[config.mk]
export PLATFORM = sky130hd
export DESIGN_NAME = sarrd_core
export DESIGN_NICKNAME = d
export VERILOG_FILES = /design/src/inc/sarrd_pkg.sv /design/src/sarrd_core.sv /design/src/sarrd_sync.sv
export SDC_FILE = /design/constraint.sdc
export NUM_CORES = 1
export LEC_CHECK = 0
export BUFFER_PORTS_ARGS = -buffer_cell sky130_fd_sc_hd__buf_2
export CAP_MARGIN = 20
export CELL_PAD_IN_SITES_DETAIL_PLACEMENT = 1
export CELL_PAD_IN_SITES_GLOBAL_PLACEMENT = 1
export CORE_ASPECT_RATIO = 0.9
export CORE_MARGIN = 2
export CORE_UTILIZATION = 43
export DETAILED_ROUTE_END_ITERATION = 7
export HOLD_SLACK_MARGIN = 0.03
export PLACE_DENSITY = 0.85
export SYNTH_ARGS = -nofsm -noshare
export SYNTH_HDL_FRONTEND = slang
export SYNTH_SLANG_ARGS = --single-unit
[constraint.sdc]
create_clock -name clock -period 2.33 [get_ports clock]
set_input_delay 0.1165 -clock clock [delete_from_list [all_inputs] [get_ports clock]]
set_output_delay 0.1165 -clock clock [all_outputs]
set_load 0.02 [all_outputs]
[src/inc/sarrd_pkg.sv]
`default_nettype none
package sarrd_pkg;
  // Clock rate and derived cycle counts
  localparam int CLK_MHZ = 40;
  localparam int CONV_NS = 180;
  localparam int CONV_CYC = (CONV_NS * CLK_MHZ) / 1000;
  localparam int ACQ_NS = 70;
  localparam int ACQ_CYC = (ACQ_NS * CLK_MHZ + 999) / 1000;
  localparam int START_LOW_NS = 20;
  localparam int START_LOW_CYC = (START_LOW_NS * CLK_MHZ + 999) / 1000;
  localparam int RESET_MAX_NS = 500;
  localparam int RESET_MAX_CYC = (RESET_MAX_NS * CLK_MHZ) / 1000;
  localparam int SLEEP_MIN_NS = 1500;
  localparam int SLEEP_MIN_CYC = (SLEEP_MIN_NS * CLK_MHZ + 999) / 1000;
  localparam int WAKE_NS = 5000;
  localparam int WAKE_CYC = (WAKE_NS * CLK_MHZ + 999) / 1000;
  localparam int RESUME_NS = 100;
  localparam int RESUME_CYC = (RESUME_NS * CLK_MHZ + 999) / 1000;
  localparam int BUF_WAKE_MS = 25;
  localparam int BUF_WAKE_CYC = BUF_WAKE_MS * CLK_MHZ * 1000;
  localparam int CNT_W = 8;
  localparam int CNT_TOP = CONV_CYC - 1;
  // Result width and reset values
  localparam int RES_W = 16;
  localparam logic [15:0] RESULT_RST = 16'h0000;
  localparam logic [7:0] FILL_ONES = 8'hFF;
  localparam logic [15:0] SAR_START = 16'h8000;
  // Conversion sequencer states
  typedef enum logic [1:0] {
    SARRD_ACQ = 2'b00,
    SARRD_CONV = 2'b01,
    SARRD_WAIT_HIGH = 2'b10,
    SARRD_SLEEP = 2'b11
  } sarrd_state_t;
endpackage
`default_nettype wire

[src/sarrd_core.sv]
`default_nettype none
// Summary of operation
// - Busy high throughout conversion, low otherwise
// - Active-low start, independent of chip select
// - Byte select folds low byte onto top
// - Drive bus only while select and read low
// - Conversion finishes within 180 ns
// - Conversion clock generated internally
// - Input sampled at start, then disconnected
// - Acquisition window of 70 ns
// - Core and buffer sleep controls; buffers sleep only while both are asserted
// - Start low 20 ns (code needs two clock samples low); busy rises on the fourth clock edge after the pin falls
// - Short low resets; long low sleeps core
// - Result coded in two's complement
module sarrd_core
  import sarrd_pkg::*;
(
  input wire logic clock,
  input wire logic reset_n,
  input wire logic conversion_start_n,
  input wire logic chip_select_n,
  input wire logic read_n,
  input wire logic byte_select,
  input wire logic core_sleep_n,
  input wire logic analog_buffer_sleep_n,
  input wire logic [2:0] comparator_in, // Count of seven sub-levels that the held input reaches
  output logic busy,
  output logic [15:0] data_out,
  output logic [15:0] data_oe,
  output logic sample_connect,
  output logic core_powered,
  output logic buffers_powered,
  output logic sar_strobe,
  output logic [15:0] sar_trial
);
  logic start_s;
  logic sleep_s;
  logic buf_s;
  logic start_prev;
  logic start_fall;
  sarrd_state_t state;
  sarrd_state_t next_state;
  logic [CNT_W-1:0] count;
  logic [CNT_W-1:0] next_count;
  logic [CNT_W-1:0] acq_count;
  logic [CNT_W-1:0] next_acq_count;
  logic [CNT_W-1:0] sleep_count;
  logic [CNT_W-1:0] next_sleep_count;
  logic [15:0] sar;
  logic [15:0] next_sar;
  logic [15:0] bit_mask;
  logic [15:0] next_bit_mask;
  logic [15:0] result;
  logic [15:0] next_result;
  logic [15:0] bus_word;
  logic [15:0] next_bus_word;
  logic bus_en;
  logic next_bus_en;
  logic busy_q;
  logic next_busy_q;
  logic next_start_prev;
  logic acq_done;
  logic start_go;
  logic [15:0] group_mask;
  logic [15:0] group_bits;

  // Pin inputs cross into the clock domain
  sarrd_sync #(.INIT(1'b1)) u_sync_start (
    .clock(clock),
    .reset_n(reset_n),
    .async_in(conversion_start_n),
    .sync_out(start_s)
  );
  sarrd_sync #(.INIT(1'b1)) u_sync_sleep (
    .clock(clock),
    .reset_n(reset_n),
    .async_in(core_sleep_n),
    .sync_out(sleep_s)
  );
  sarrd_sync #(.INIT(1'b1)) u_sync_buf (
    .clock(clock),
    .reset_n(reset_n),
    .async_in(analog_buffer_sleep_n),
    .sync_out(buf_s)
  );

  // Falling edge of start; chip select plays no part
  assign start_fall = start_prev & ~start_s;

  // A start is honoured once the input has been tracked for the full window
  assign acq_done = (acq_count >= CNT_W'(ACQ_CYC));
  assign start_go = start_fall & acq_done;

  // Multi-bit step: three result bits per cycle, the last step resolves bit 0 only
  assign group_mask = bit_mask | (bit_mask >> 1) | (bit_mask >> 2);
  assign group_bits = (comparator_in[2] ? bit_mask : 16'h0000) |
                      (comparator_in[1] ? (bit_mask >> 1) : 16'h0000) |
                      (comparator_in[0] ? (bit_mask >> 2) : 16'h0000);

  // Sequencer next state: acquire, convert, sleep
  always_comb begin
    next_state = state;
    next_count = count;
    next_acq_count = acq_count;
    next_sar = sar;
    next_bit_mask = bit_mask;
    next_result = result;
    next_busy_q = busy_q;
    next_start_prev = start_s;
    next_sleep_count = sleep_s ? '0 : ((sleep_count == CNT_W'(SLEEP_MIN_CYC)) ?
                       sleep_count : sleep_count + 8'h01);
    if (!sleep_s) begin
      // Low pin aborts at once; held long it sleeps the core
      next_busy_q = 1'b0;
      next_state = SARRD_WAIT_HIGH;
      next_count = '0;
      if (sleep_count >= CNT_W'(SLEEP_MIN_CYC - 1)) begin
        next_state = SARRD_SLEEP;
      end
    end else begin
      case (state)
        SARRD_ACQ: begin
          if (acq_count < CNT_W'(ACQ_CYC)) begin
            next_acq_count = acq_count + 8'h01;
          end
          if (start_go) begin
            next_state = SARRD_CONV;
            next_busy_q = 1'b1;
            next_count = '0;
            next_sar = SAR_START;
            next_bit_mask = SAR_START;
          end
        end
        SARRD_CONV: begin
          // Internal divider sequences bit trials
          next_count = count + 8'h01;
          if (bit_mask != 16'h0000) begin
            // Clear the group, load its decision, set the next group's trial bit
            next_sar = (sar & ~group_mask) | group_bits | (bit_mask >> 3);
            next_bit_mask = bit_mask >> 3;
          end
          // The start-edge cycle is already busy, so the last step ends one count early
          if (count == CNT_W'(CNT_TOP - 1)) begin
            // Flip sign bit: offset binary to two's complement
            next_result = {~next_sar[15], next_sar[14:0]};
            next_busy_q = 1'b0;
            next_acq_count = '0;
            next_state = start_s ? SARRD_ACQ : SARRD_WAIT_HIGH;
          end
        end
        SARRD_WAIT_HIGH: begin
          next_acq_count = '0;
          if (start_s) begin
            next_state = SARRD_ACQ;
          end
        end
        SARRD_SLEEP: begin
          next_state = SARRD_WAIT_HIGH;
        end
        default: begin
          next_state = SARRD_ACQ;
        end
      endcase
    end
  end

  always_ff @(posedge clock) begin
    if (!reset_n) begin
      state <= SARRD_ACQ;
      count <= '0;
      acq_count <= '0;
      sleep_count <= '0;
      sar <= SAR_START;
      bit_mask <= '0;
      result <= RESULT_RST;
      busy_q <= 1'b0;
      start_prev <= 1'b1;
    end else begin
      state <= next_state;
      count <= next_count;
      acq_count <= next_acq_count;
      sleep_count <= next_sleep_count;
      sar <= next_sar;
      bit_mask <= next_bit_mask;
      result <= next_result;
      busy_q <= next_busy_q;
      start_prev <= next_start_prev;
    end
  end

  // Busy follows the edge combinationally, then the register holds it
  assign busy = busy_q | (start_go & sleep_s & (state == SARRD_ACQ));

  // Input connected only outside conversion and sleep, held from the start edge on
  assign sample_connect = (state == SARRD_ACQ) && sleep_s && !start_go;
  assign sar_strobe = (state == SARRD_CONV) && (bit_mask != 16'h0000);
  assign sar_trial = sar;
  assign core_powered = (state != SARRD_SLEEP);
  assign buffers_powered = buf_s | sleep_s;

  // Output word and enable, registered
  always_comb begin
    next_bus_word = byte_select ? {result[7:0], FILL_ONES} : result;
    next_bus_en = ~chip_select_n & ~read_n & (state != SARRD_SLEEP);
  end

  always_ff @(posedge clock) begin
    if (!reset_n) begin
      bus_word <= RESULT_RST;
      bus_en <= 1'b0;
    end else begin
      bus_word <= next_bus_word;
      bus_en <= next_bus_en;
    end
  end

  assign data_out = bus_word;
  assign data_oe = {RES_W{bus_en}};
endmodule // sarrd_core
`default_nettype wire

[src/sarrd_sync.sv]
`default_nettype none
// Three-stage synchroniser; change accepted when stages two and three agree
module sarrd_sync #(
  parameter logic INIT = 1'b1
) (
  input wire logic clock,
  input wire logic reset_n,
  input wire logic async_in,
  output logic sync_out
);
  logic [2:0] stage;
  logic [2:0] next_stage;
  logic next_sync_out;

  // Shift chain and agreement filter
  always_comb begin
    next_stage = {stage[1:0], async_in};
    next_sync_out = (stage[2] == stage[1]) ? stage[2] : sync_out;
  end

  always_ff @(posedge clock) begin
    if (!reset_n) begin
      stage <= {3{INIT}};
      sync_out <= INIT;
    end else begin
      stage <= next_stage;
      sync_out <= next_sync_out;
    end
  end
endmodule // sarrd_sync
`default_nettype wire

==> metrics.md, run 1 <==
| Metric | Value |
|---|---|
| TritonCTS Buffers | 9 |
| Power Density | 610.3 nW/µm² |
| Syn-to-layout area delta | 13.50% |
| Crit path required time | 2.60 ns |
| Die H | 99.19 µm |
| Status | completed |
| Syn nets | 497 |
| Layout cells sized above 1 | 20.64% |
| CTS Sinks | 95 |
| Peak Freq | 448.3 MHz |
| Filler Cells Inserted | 1155 |
| Placed cell area | 4658 µm² |
| Maximum VDD drop | 0.0003903 V |
| # DRC | 0 |
| Rows | 34 |
| Non-filler cells, final | about 650 |
| Critical path class | reg -> reg |
| Fin crit period | approximately 2.2 ns |
| GRT Residual Overflow | 0 |
| Cell taking the most area after synthesis | dfxtp_1 |
| Clk_lat worst skew | 0.37 ns |
| Root buffer cell | clkbuf_8 |
| Inst Count DP | 631 |
| 1st-iter DRT viols | 133 |
| FF+latch count, synth | 95 |
| Hold Crit Start | reset_n |
| # setup viols final | 0 |
| Synth warn | 0 |
| Switching share of total power | ~28% |
| Worst hold slack | 0.09639 ns |
| Pin count of the biggest net entering global routing | 51 |
| Core area | 9742 µm² |
| Top post-synthesis cells by count | dfxtp_1 (95), nor2_1 (52), nand2_1 (27) |
| Worst rel slew slack | between 30% and 40% |
| Drt first pass iters | 4 |
| Starting Density | 44.44% |
| Clock power frac | 33.7% |
| ANT cells | 0 |
| Design Area, Final | approximately 5000 µm² |
| Reg clk slew, reported paths | 0.10 ns |
| Htree depth | 3 |
| Top cells by area, synth | dfxtp_1 (44%), mux2i_1 (4.6%), nor2_1 (4.5%), buf_4 (2.9%), ha_1 (2.9%) |
| Mapped Cells | between 400 and 500 |
| FFs w/ async S/R, synth | 0% |
| Top cell type's share of synthesized area | ~44% |
| Post-Syn Area | between 4000 and 5000 µm² |
| Final wirelength | 11300 µm |
| Via density | 5.653 |
| CTS tree | yes |
| Detailed Place HPWL | 7804 µm |
| Initial antenna violation count | 0 |
| Sequential-to-total area share from yosys stat | ~44% |
| Syn Area/Cell | 9.095 µm² |
| Startpoint Class | register |
| Worst Setup SP | count[0] |
| DR WL/cell | 17.27 µm |
| Setup bufs post-CTS | 0 |
| Worst R2R Start | count[0] |
| Pleak | about 0.0021 µW |
| Unrepaired setup endpoints after global routing | false |
| Max FO, Critical Path | 27 |
| Crit path DAT | 2.50 ns |
| I/O pin cnt | 64 |
| Max-Cap Viols | 0 |
| Via count | 3697 |
| Post-synth EDFFs | 0 |
| Worst slew pin tran | 0.9279 ns |
| # port buffers | between 60 and 70 |
| Gpl congestion | a little over 0.8 |
| Worst min-delay path class | in -> reg |
| Final setup TNS | 0 ns |
| Sequential share of power | between 50% and 60% |
| Final ANT Viol Nets | 0 |
| Max Root-Sink Buffers | 2 |
| Fin crit share | 95.74% |
| Top-count cell post-synth | dfxtp_1 |
| DIE WIDTH | 109.8 µm |
| Number of global-route vias before repair | 3793 |
| Nets | 544 |
| Tot GR Track Use | 22.10% |
| Hold Violations, Final | 0 |
| Clk_skew | 0.01538 ns |
| First-pass GRT wire length | 19050 µm |
| Switching Power | ~830 µW |
| Die Area | 10890 µm² |
| Yosys cell types | 58 |
| Pins Over Slew Limit | 0 |
| Primary FF master, synth | dfxtp_1 |
| Internal Power | 2165 µW |
| Combinational power share | 10.2% |
| Setup crit end kind | register |
[placed cells by master, fill, tap and decap left out, types with 4 or more instances in the layout]
cell           netlist  final
inv_1               18     18
buf_2                2     63
ha_1                10      9
nor2b_1             13     13
or3b_2               9      9
dlygate4sd3_1        0      7
a211o_1              4      4
mux2i_1             20     20
buf_4               17     11
o22ai_1              6      6
clkbuf_8             0      9
a32o_1              11     11
nor3_1               5      5
nand2b_1            14     14
nor2_1              52     52
and3_1               4      4
o2111ai_1            5      5
nand3_1              6      6
xor2_1               4      4
nand2_1             27     27
nand4_1              4      4
a21oi_1             23     23
o21ai_0             15     15
o41ai_1              6      6
o31ai_1              4      4
and2_1              12     12
o211ai_1             9      9
nor4_1               8      8
dfxtp_1             95     95
or4_1                5      5
o211a_1              8      8
[worst paths after layout]
check / to / slack (ns) / cells after the start
max: result[8] / 0.1 / 6
min: u_sync_start.stage[0] / 0.1 / 2
max reg2reg: result[8] / 0.1 / 6
min reg2reg: u_sync_sleep.stage[1] / 0.41 / 1
[sequential cells by signal (all words and copies together), names as in the netlist, 2 cells and up]
register            cells
acq_count               8
bit_mask                6
count                   8
data_out               16
result                 16
sar_trial              16
sleep_count             8
state                   2
u_sync_buf.stage        3
u_sync_sleep.stage      3
u_sync_start.stage      3
[power groups by stage]
| stage | registers [µW] | clock network (µW) | logic, µW |
|---|---|---|---|
| after detailed placement | 1720 | 0 | 290 |
| after floorplan | 1720 | 0 | 216 |
| after CTS | 1680 | 1040 | 305 |
| final | 1680 | 1010 | 306 |
| after global routing | 1690 | 1100 | 344 |
| after global placement | 1720 | 0 | 273 |
[kinds of logic (layout without fill, tap and decap cells)]
family / Yosys count / after routing / share of synthesized area, %
xor+xnor: 7 / 7 / 1.416
compound gates: 108 / 108 / 18.03
fa+ha+maj: 10 / 10 / 2.890
simple gates: 170 / 170 / 21.50
flops: 95 / 95 / 43.93
buf+inv: 65 / 117 / 7.341
mux: 21 / 21 / 4.884
[routing by layer]
layer	vias up	track usage, %	share of wire (%)
met3	18	4.194	3.0
met2	61	38.37	50
met5	-	0	0
met4	0	7.108	1.5
met1	1833	27.42	45
li1	1785	-	-
[layout make-up]
class	instances	area, µm²	share of cell area, %
Inverter	19	71.32	1.451
Sequential cell	95	1902	38.71
Clock inverter	5	38.79	0.7894
Clock buffer	11	131.4	2.674
Multi-Input combinational cell	316	2125	43.24
Tap cell	126	157.7	3.209
Timing Repair Buffer	82	488.0	9.931
[stage by stage]
step	util [%]	worst slack, ns	total power [µW]
after floorplan	-	0.4001	1938
after CTS	50.40	0.04675	3024
after global placement	47.82	0.2273	1989
final	50.44	0.09918	2998
after detailed placement	47.82	0.1211	2008
after global routing	50.44	0.0004168	3131
[repair_timing]
item,CTS,global route
gates resized for setup,2,2
hold buffers,7,0
endpoints found under the hold margin,6,0
endpoints found under the setup margin,2,10
[critical path, cell delays in order, from the launching register on]
cell,delay (ns)
dfxtp_1,0.42
ha_1,0.16
or4b_4,0.48
nor3_4,0.24
buf_12,0.20
or3b_2,0.48
o211a_1,0.14
No activity file was read; power rests on OpenSTA's default activity.
==> run 2: changes to the inputs <==
--- a/config.mk
+++ b/config.mk
@@ -12,6 +12,7 @@
 export CORE_ASPECT_RATIO = 0.9
 export CORE_MARGIN = 2
 export CORE_UTILIZATION = 43
+export CTS_BUF_LIST = sky130_fd_sc_hd__clkbuf_4 sky130_fd_sc_hd__clkbuf_8 sky130_fd_sc_hd__clkbuf_16
 export DETAILED_ROUTE_END_ITERATION = 7
 export HOLD_SLACK_MARGIN = 0.03
 export PLACE_DENSITY = 0.85
==> run 2 against run 1 <==
- clock-buffer cell count did not move
- sequential cell count is the same
- fmax is 0.16% higher
- global-route usage about the same
- clock power is essentially flat
- worst setup slack improved by 0.0036 ns
- register-to-register slack hardly changed
- hold slack lost 0.0059 ns
- non-clock buffer count unchanged
- cell count is the same
- core utilization up 0.077 points
- largest power group unchanged
==> metrics.md, run 2 (synthesized netlist as in run 1, its figures left out) <==
| Metric | Value |
|---|---|
| Status | completed |
| First-pass GRT wire length | 19060 µm |
| Core area | 9742 µm² |
| Hold Violations, Final | 0 |
| Crit path DAT | about 2.5 ns |
| Worst rel slew slack | 38.21% |
| R2r setup slk | 0.10 ns |
| GRT Residual Overflow | 0 |
| I/O pin cnt | between 60 and 70 |
| Worst min-delay path class | in -> reg |
| # port buffers | 63 |
| Die H | between 90 and 100 µm |
| Max Root-Sink Buffers | 2 |
| Fin crit period | roughly 2.2 ns |
| DR WL/cell | 17.24 µm |
| Final ANT Viol Nets | 0 |
| Setup crit end kind | register |
| Clk_skew | approximately 0.016 ns |
| Fin crit share | 95.59% |
| Most frequent cells in the layout | dfxtp_1 (95), buf_2 (63), nor2_1 (52), nand2_1 (27), a21oi_1 (23) |
| ANT cells | 0 |
| Filler Cells Inserted | 1154 |
| Pleak | 0.002106 µW |
| Tot GR Track Use | 22.11% |
| Commonest non-fill, non-tap cell in the layout | dfxtp_1 |
| Htree depth | 3 |
| Placed cell area | 4658 µm² |
| CTS Sinks | 95 |
| Drt first pass iters | 4 |
| Finished Core Util | 50.51% |
| Final setup TNS | 0 ns |
| Rows | 34 |
| Final wirelength | 11280 µm |
| Peak Freq | between 400 and 500 MHz |
| Unrepaired setup endpoints after global routing | false |
| Cells along the critical path | ha_1, or4b_4, nor3_4, buf_12, or3b_2, o211a_1 |
| 1st-iter DRT viols | around 140 |
| CTS tree | yes |
| Delay of the slowest cell on the worst path | 0.48 ns |
| Crit path required time | 2.60 ns |
| Max-Cap Viols | 0 |
| Die Area | 10890 µm² |
| Power Density | 614.7 nW/µm² |
| TritonCTS Buffers | 9 |
| Clk_lat worst skew | 0.37 ns |
| Gpl congestion | 0.8198 |
| Reg clk slew, reported paths | around 0.10 ns |
| Initial antenna violation count | 0 |
| Starting Density | 44.44% |
| Nets | 544 |
| Detailed Place HPWL | 7804 µm |
| Max FO, Critical Path | 27 |
| Slowest-stage cell, CP | or4b_4 |
| Pin count of the biggest net entering global routing | 51 |
| Number of global-route vias before repair | 3791 |
| # DRC | 0 |
| Root buffer cell | clkbuf_8 |
| Pins Over Slew Limit | 0 |
| Startpoint Class | register |
| DIE WIDTH | 109.8 µm |
| Via density | around 5.7 |
| Setup bufs post-CTS | 0 |
| Syn-to-layout area delta | 13.67% |
| Layout cells sized above 1 | approximately a fifth |
| # setup viols final | 0 |
| Via count | 3701 |
| Maximum VDD drop | 0.0003905 V |
| Critical path class | reg -> reg |
| Design Area, Final | 4921 µm² |
| Worst slew pin tran | 0.9269 ns |
==> run 2: cell types whose count changed in the layout (fill, tap and decap cells not counted) <==
cell	delta
clkbuf_1	-2
clkbuf_4	+2
==> run 2: per-stage QoR <==
stage | hold slack, ns | setup WS [ns] | total power [µW] | instances
2_1_floorplan | 0.1935 | 0.4001 | 1938 | 476
3_3_place_gp | 0.2852 | 0.2273 | 1989 | 631
3_5_place_dp | 0.2913 | 0.1211 | 2008 | 631
4_1_cts | 0.07315 | 0.04456 | 3050 | 654
5_1_grt | 0.08693 | 0.0004168 | 3156 | 654
6_report | 0.09048 | 0.1028 | 3025 | 654
==> run 2: worst paths after layout <==
kind / cells after the start / from / end
max: 6 / count[0] / result[8]
min: 2 / reset_n / u_sync_sleep.stage[1]
max reg2reg: 6 / count[0] / result[8]
min reg2reg: 1 / u_sync_sleep.stage[0] / u_sync_sleep.stage[1]
==> run 2: critical path, delay by kind of cell, from the launching register on <==
| family | cells | cell delay (ns) |
|---|---|---|
| buf+inv | 1 | 0.20 |
| simple gates | 3 | 1.20 |
| compound gates | 1 | 0.14 |
| fa+ha+maj | 1 | 0.16 |
| flops | 1 | 0.42 |
==> run 2: final cells by class <==
type / count / area (µm²) / area share (%)
multi-input cells: 316 / 2125 / 43.17
flip-flops and latches: 95 / 1902 / 38.65
repair buffers: 82 / 488.0 / 9.916
well taps: 126 / 157.7 / 3.204
clock buffers: 11 / 138.9 / 2.822
inverters: 19 / 71.32 / 1.449
clock inverters: 5 / 38.79 / 0.7882
==> run 2: power by group <==
group	switching (µW)	internal, µW
clock	615	423
sequential	25.0	1660
combinational	196	109
==> run 2: metal layers <==
metal	vias up	wire [µm]	part of all wire (%)	GRT usage, %
li1	1788	-	-	-
met1	1814	4999	44	27.46
met2	81	5722	51	38.37
met3	18	394	3.5	4.194
met4	0	159	1.4	7.108
met5	-	0	0	0
==> run 2: repair_timing <==
item / in CTS / in global routing
resized for setup: 2 / 2
endpoints found under the setup margin: 2 / 10
endpoints found under the hold margin: 6 / 0
cloned: 0 / 0
hold buffers: 7 / 0
==> run 3: changes to the inputs <==
--- a/config.mk
+++ b/config.mk
@@ -16,6 +16,7 @@
 export DETAILED_ROUTE_END_ITERATION = 7
 export HOLD_SLACK_MARGIN = 0.03
 export PLACE_DENSITY = 0.85
+export RECOVER_POWER = 50
 export SYNTH_ARGS = -nofsm -noshare
 export SYNTH_HDL_FRONTEND = slang
 export SYNTH_SLANG_ARGS = --single-unit
==> run 3 against run 2 <==
- sequential cell count unchanged
- via count up 0.22%
- sequential power about the same
- core utilization down 0.58 points
- worst setup slack worse by 0.0061 ns
- largest cell class unchanged
- highest routed layer unchanged
==> metrics.md, run 3 (synthesized netlist as in run 1, its figures left out) <==
| Metric | Value |
|---|---|
| Reg2Reg Depth | 6 |
| Via count | around 3700 |
| Nets | between 500 and 600 |
| Fin crit period | 2.233 ns |
| Most frequent cells in the layout | dfxtp_1 (95), nor2_1 (52), clkbuf_1 (39), nand2_1 (27), buf_2 (26) |
| DIE WIDTH | 109.8 µm |
| Max Root-Sink Buffers | 2 |
| # setup viols final | 0 |
| Max-Cap Viols | 0 |
| Maximum VDD drop | just under 0.0004 V |
| Crit path to | result[8] |
| Unrepaired setup endpoints after global routing | false |
| # port buffers | 63 |
| Worst rel slew slack | 25.80% |
| 1st-iter DRT viols | 142 |
| Hold Violations, Final | 0 |
| Clk_lat worst skew | 0.38 ns |
| Internal Power | 2184 µW |
| Peak Freq | around 450 MHz |
| Met3 Wirelength | 411 µm |
| Cell depth of the worst hold path | 2 |
| Placed cell area | 4658 µm² |
| Critical path class | reg -> reg |
| Worst slew pin tran | about 1.1 ns |
| Fin crit share | roughly 96% |
| Pin count of the biggest net entering global routing | just over 50 |
| Gpl congestion | 0.8198 |
| Switching Power | 837.9 µW |
| Combinational power share | 9.9% |
| Worst R2R Start | count[0] |
| Die Area | 10890 µm² |
| CP Buf/Inv Count | 1 |
| Setup crit end kind | register |
| Root buffer cell | clkbuf_8 |
| Worst Setup SP | count[0] |
| Sequential share of power | between 50% and 60% |
| Stages on the worst setup path | 6 |
| Power Density | 621.2 nW/µm² |
| Startpoint Class | register |
| Crit path required time | between 2 and 3 ns |
| Commonest non-fill, non-tap cell in the layout | dfxtp_1 |
| Pins Over Slew Limit | 0 |
| Design Area, Final | 4865 µm² |
| R2r setup slk | around 0.097 ns |
| Final wirelength | 11320 µm |
| Pleak | between 0.0015 and 0.002 µW |
| Delay-heaviest family, CP | simple AND/OR/NAND/NOR gates |
| Number of global-route vias before repair | 3791 |
| Crit path DAT | 2.50 ns |
| Clock power frac | 34.4% |
| R2R Path End | result[8] |
| TritonCTS Buffers | 9 |
| Max FO, Critical Path | 27 |
| Switching share of total power | ~28% |
| GRT Residual Overflow | 0 |
| Via density | 5.671 |
| Clk_skew | ~0.015 ns |
| Starting Density | between 40% and 50% |
| Met1 WL | 5023 µm |
| Htree depth | 3 |
| Max layer used | met4 |
| Overall Power | 3022 µW |
| Reg clk slew, reported paths | 0.10 ns |
| Final setup TNS | 0 ns |
| Initial antenna violation count | 0 |
| Status | completed |
| ANT cells | 0 |
| Slowest-stage cell, CP | or4b_4 |
| Detailed Place HPWL | roughly 7800 µm |
| DR WL/cell | 17.31 µm |
| Tot GR Track Use | 22.11% |
| Met2 wire length | about 5700 µm |
| Worst min-delay path class | in -> reg |
| Syn-to-layout area delta | 12.37% |
| Core area | 9742 µm² |
| Final ANT Viol Nets | 0 |
| Die H | 99.19 µm |
| Cells along the critical path | ha_1, or4b_4, nor3_4, buf_12, or3b_2, o211a_1 |
| CTS Sinks | 95 |
| I/O pin cnt | 64 |
| Filler Cells Inserted | 1162 |
| Drt first pass iters | 4 |
| Layout cells sized above 1 | between 10% and 20% |
| CTS tree | yes |
| Delay of the slowest cell on the worst path | 0.48 ns |
| # DRC | 0 |
| First-pass GRT wire length | 19060 µm |
| Rows | 34 |
==> run 3: cell count changes in the layout (fill, tap and decap cells not counted) <==
cell      before  now
clkbuf_1       0   39
buf_4         11    8
clkbuf_2       0    1
buf_2         63   26
==> run 3: layout make-up <==
cell class | instances | area [µm²] | share of cell area (%)
Clock inverter | 5 | 38.79 | 0.7973
Clock buffer | 11 | 138.9 | 2.855
Inverter | 19 | 71.32 | 1.466
Sequential cell | 95 | 1902 | 39.09
Tap cell | 126 | 157.7 | 3.241
Multi-Input combinational cell | 316 | 2125 | 43.67
Timing Repair Buffer | 82 | 431.7 | 8.873
==> run 3: worst min path at each step <==
stage	endpoint	slack (ns)	from
4_1_cts	u_sync_sleep.stage[1]	0.07	reset_n
3_5_place_dp	bus_en	0.29	chip_select_n
3_3_place_gp	bus_en	0.29	read_n
6_report	u_sync_sleep.stage[1]	0.09	reset_n
2_1_floorplan	bus_en	0.19	read_n
5_1_grt	u_sync_sleep.stage[1]	0.09	reset_n
==> run 3: stage by stage <==
stage	setup slack [ns]	utilization [%]	hold slack, ns	std cells
detailed placement	0.1211	47.82	0.2913	631
finish	0.09672	49.94	0.09204	654
global route	0.0004168	49.94	0.08656	654
global placement	0.2273	47.82	0.2852	631
CTS	0.04456	50.48	0.07315	654
floorplan	0.4001	-	0.1935	476
==> run 3: worst register-to-register path, stage by stage, from the launching register on <==
cell and delay (ns):
dfxtp_1 0.42, ha_1 0.17, or4b_4 0.48, nor3_4 0.24, buf_12 0.20, or3b_2 0.48, o211a_1 0.14
==> run 3: metal layers <==
layer	up-vias	track usage, %
li1	1787	-
met1	1829	27.46
met2	76	38.37
met3	17	4.194
met4	0	7.108
met5	-	0
==> run 3: repair_timing <==
action | 4_1_cts | 5_1_grt
hold buffers | 7 | 0
cloned | 0 | 0
endpoints found under the hold margin | 6 | 0
buffers inserted | 0 | 0
setup endpoints to repair | 2 | 10
resized for setup | 2 | 2
==> run 3: power groups by stage <==
stage / combinational (µW) / sequential [µW] / clock, µW
2_1_floorplan: 216 / 1720 / 0
3_3_place_gp: 273 / 1720 / 0
3_5_place_dp: 290 / 1720 / 0
4_1_cts: 305 / 1680 / 1060
5_1_grt: 340 / 1690 / 1120
6_report: 300 / 1680 / 1040
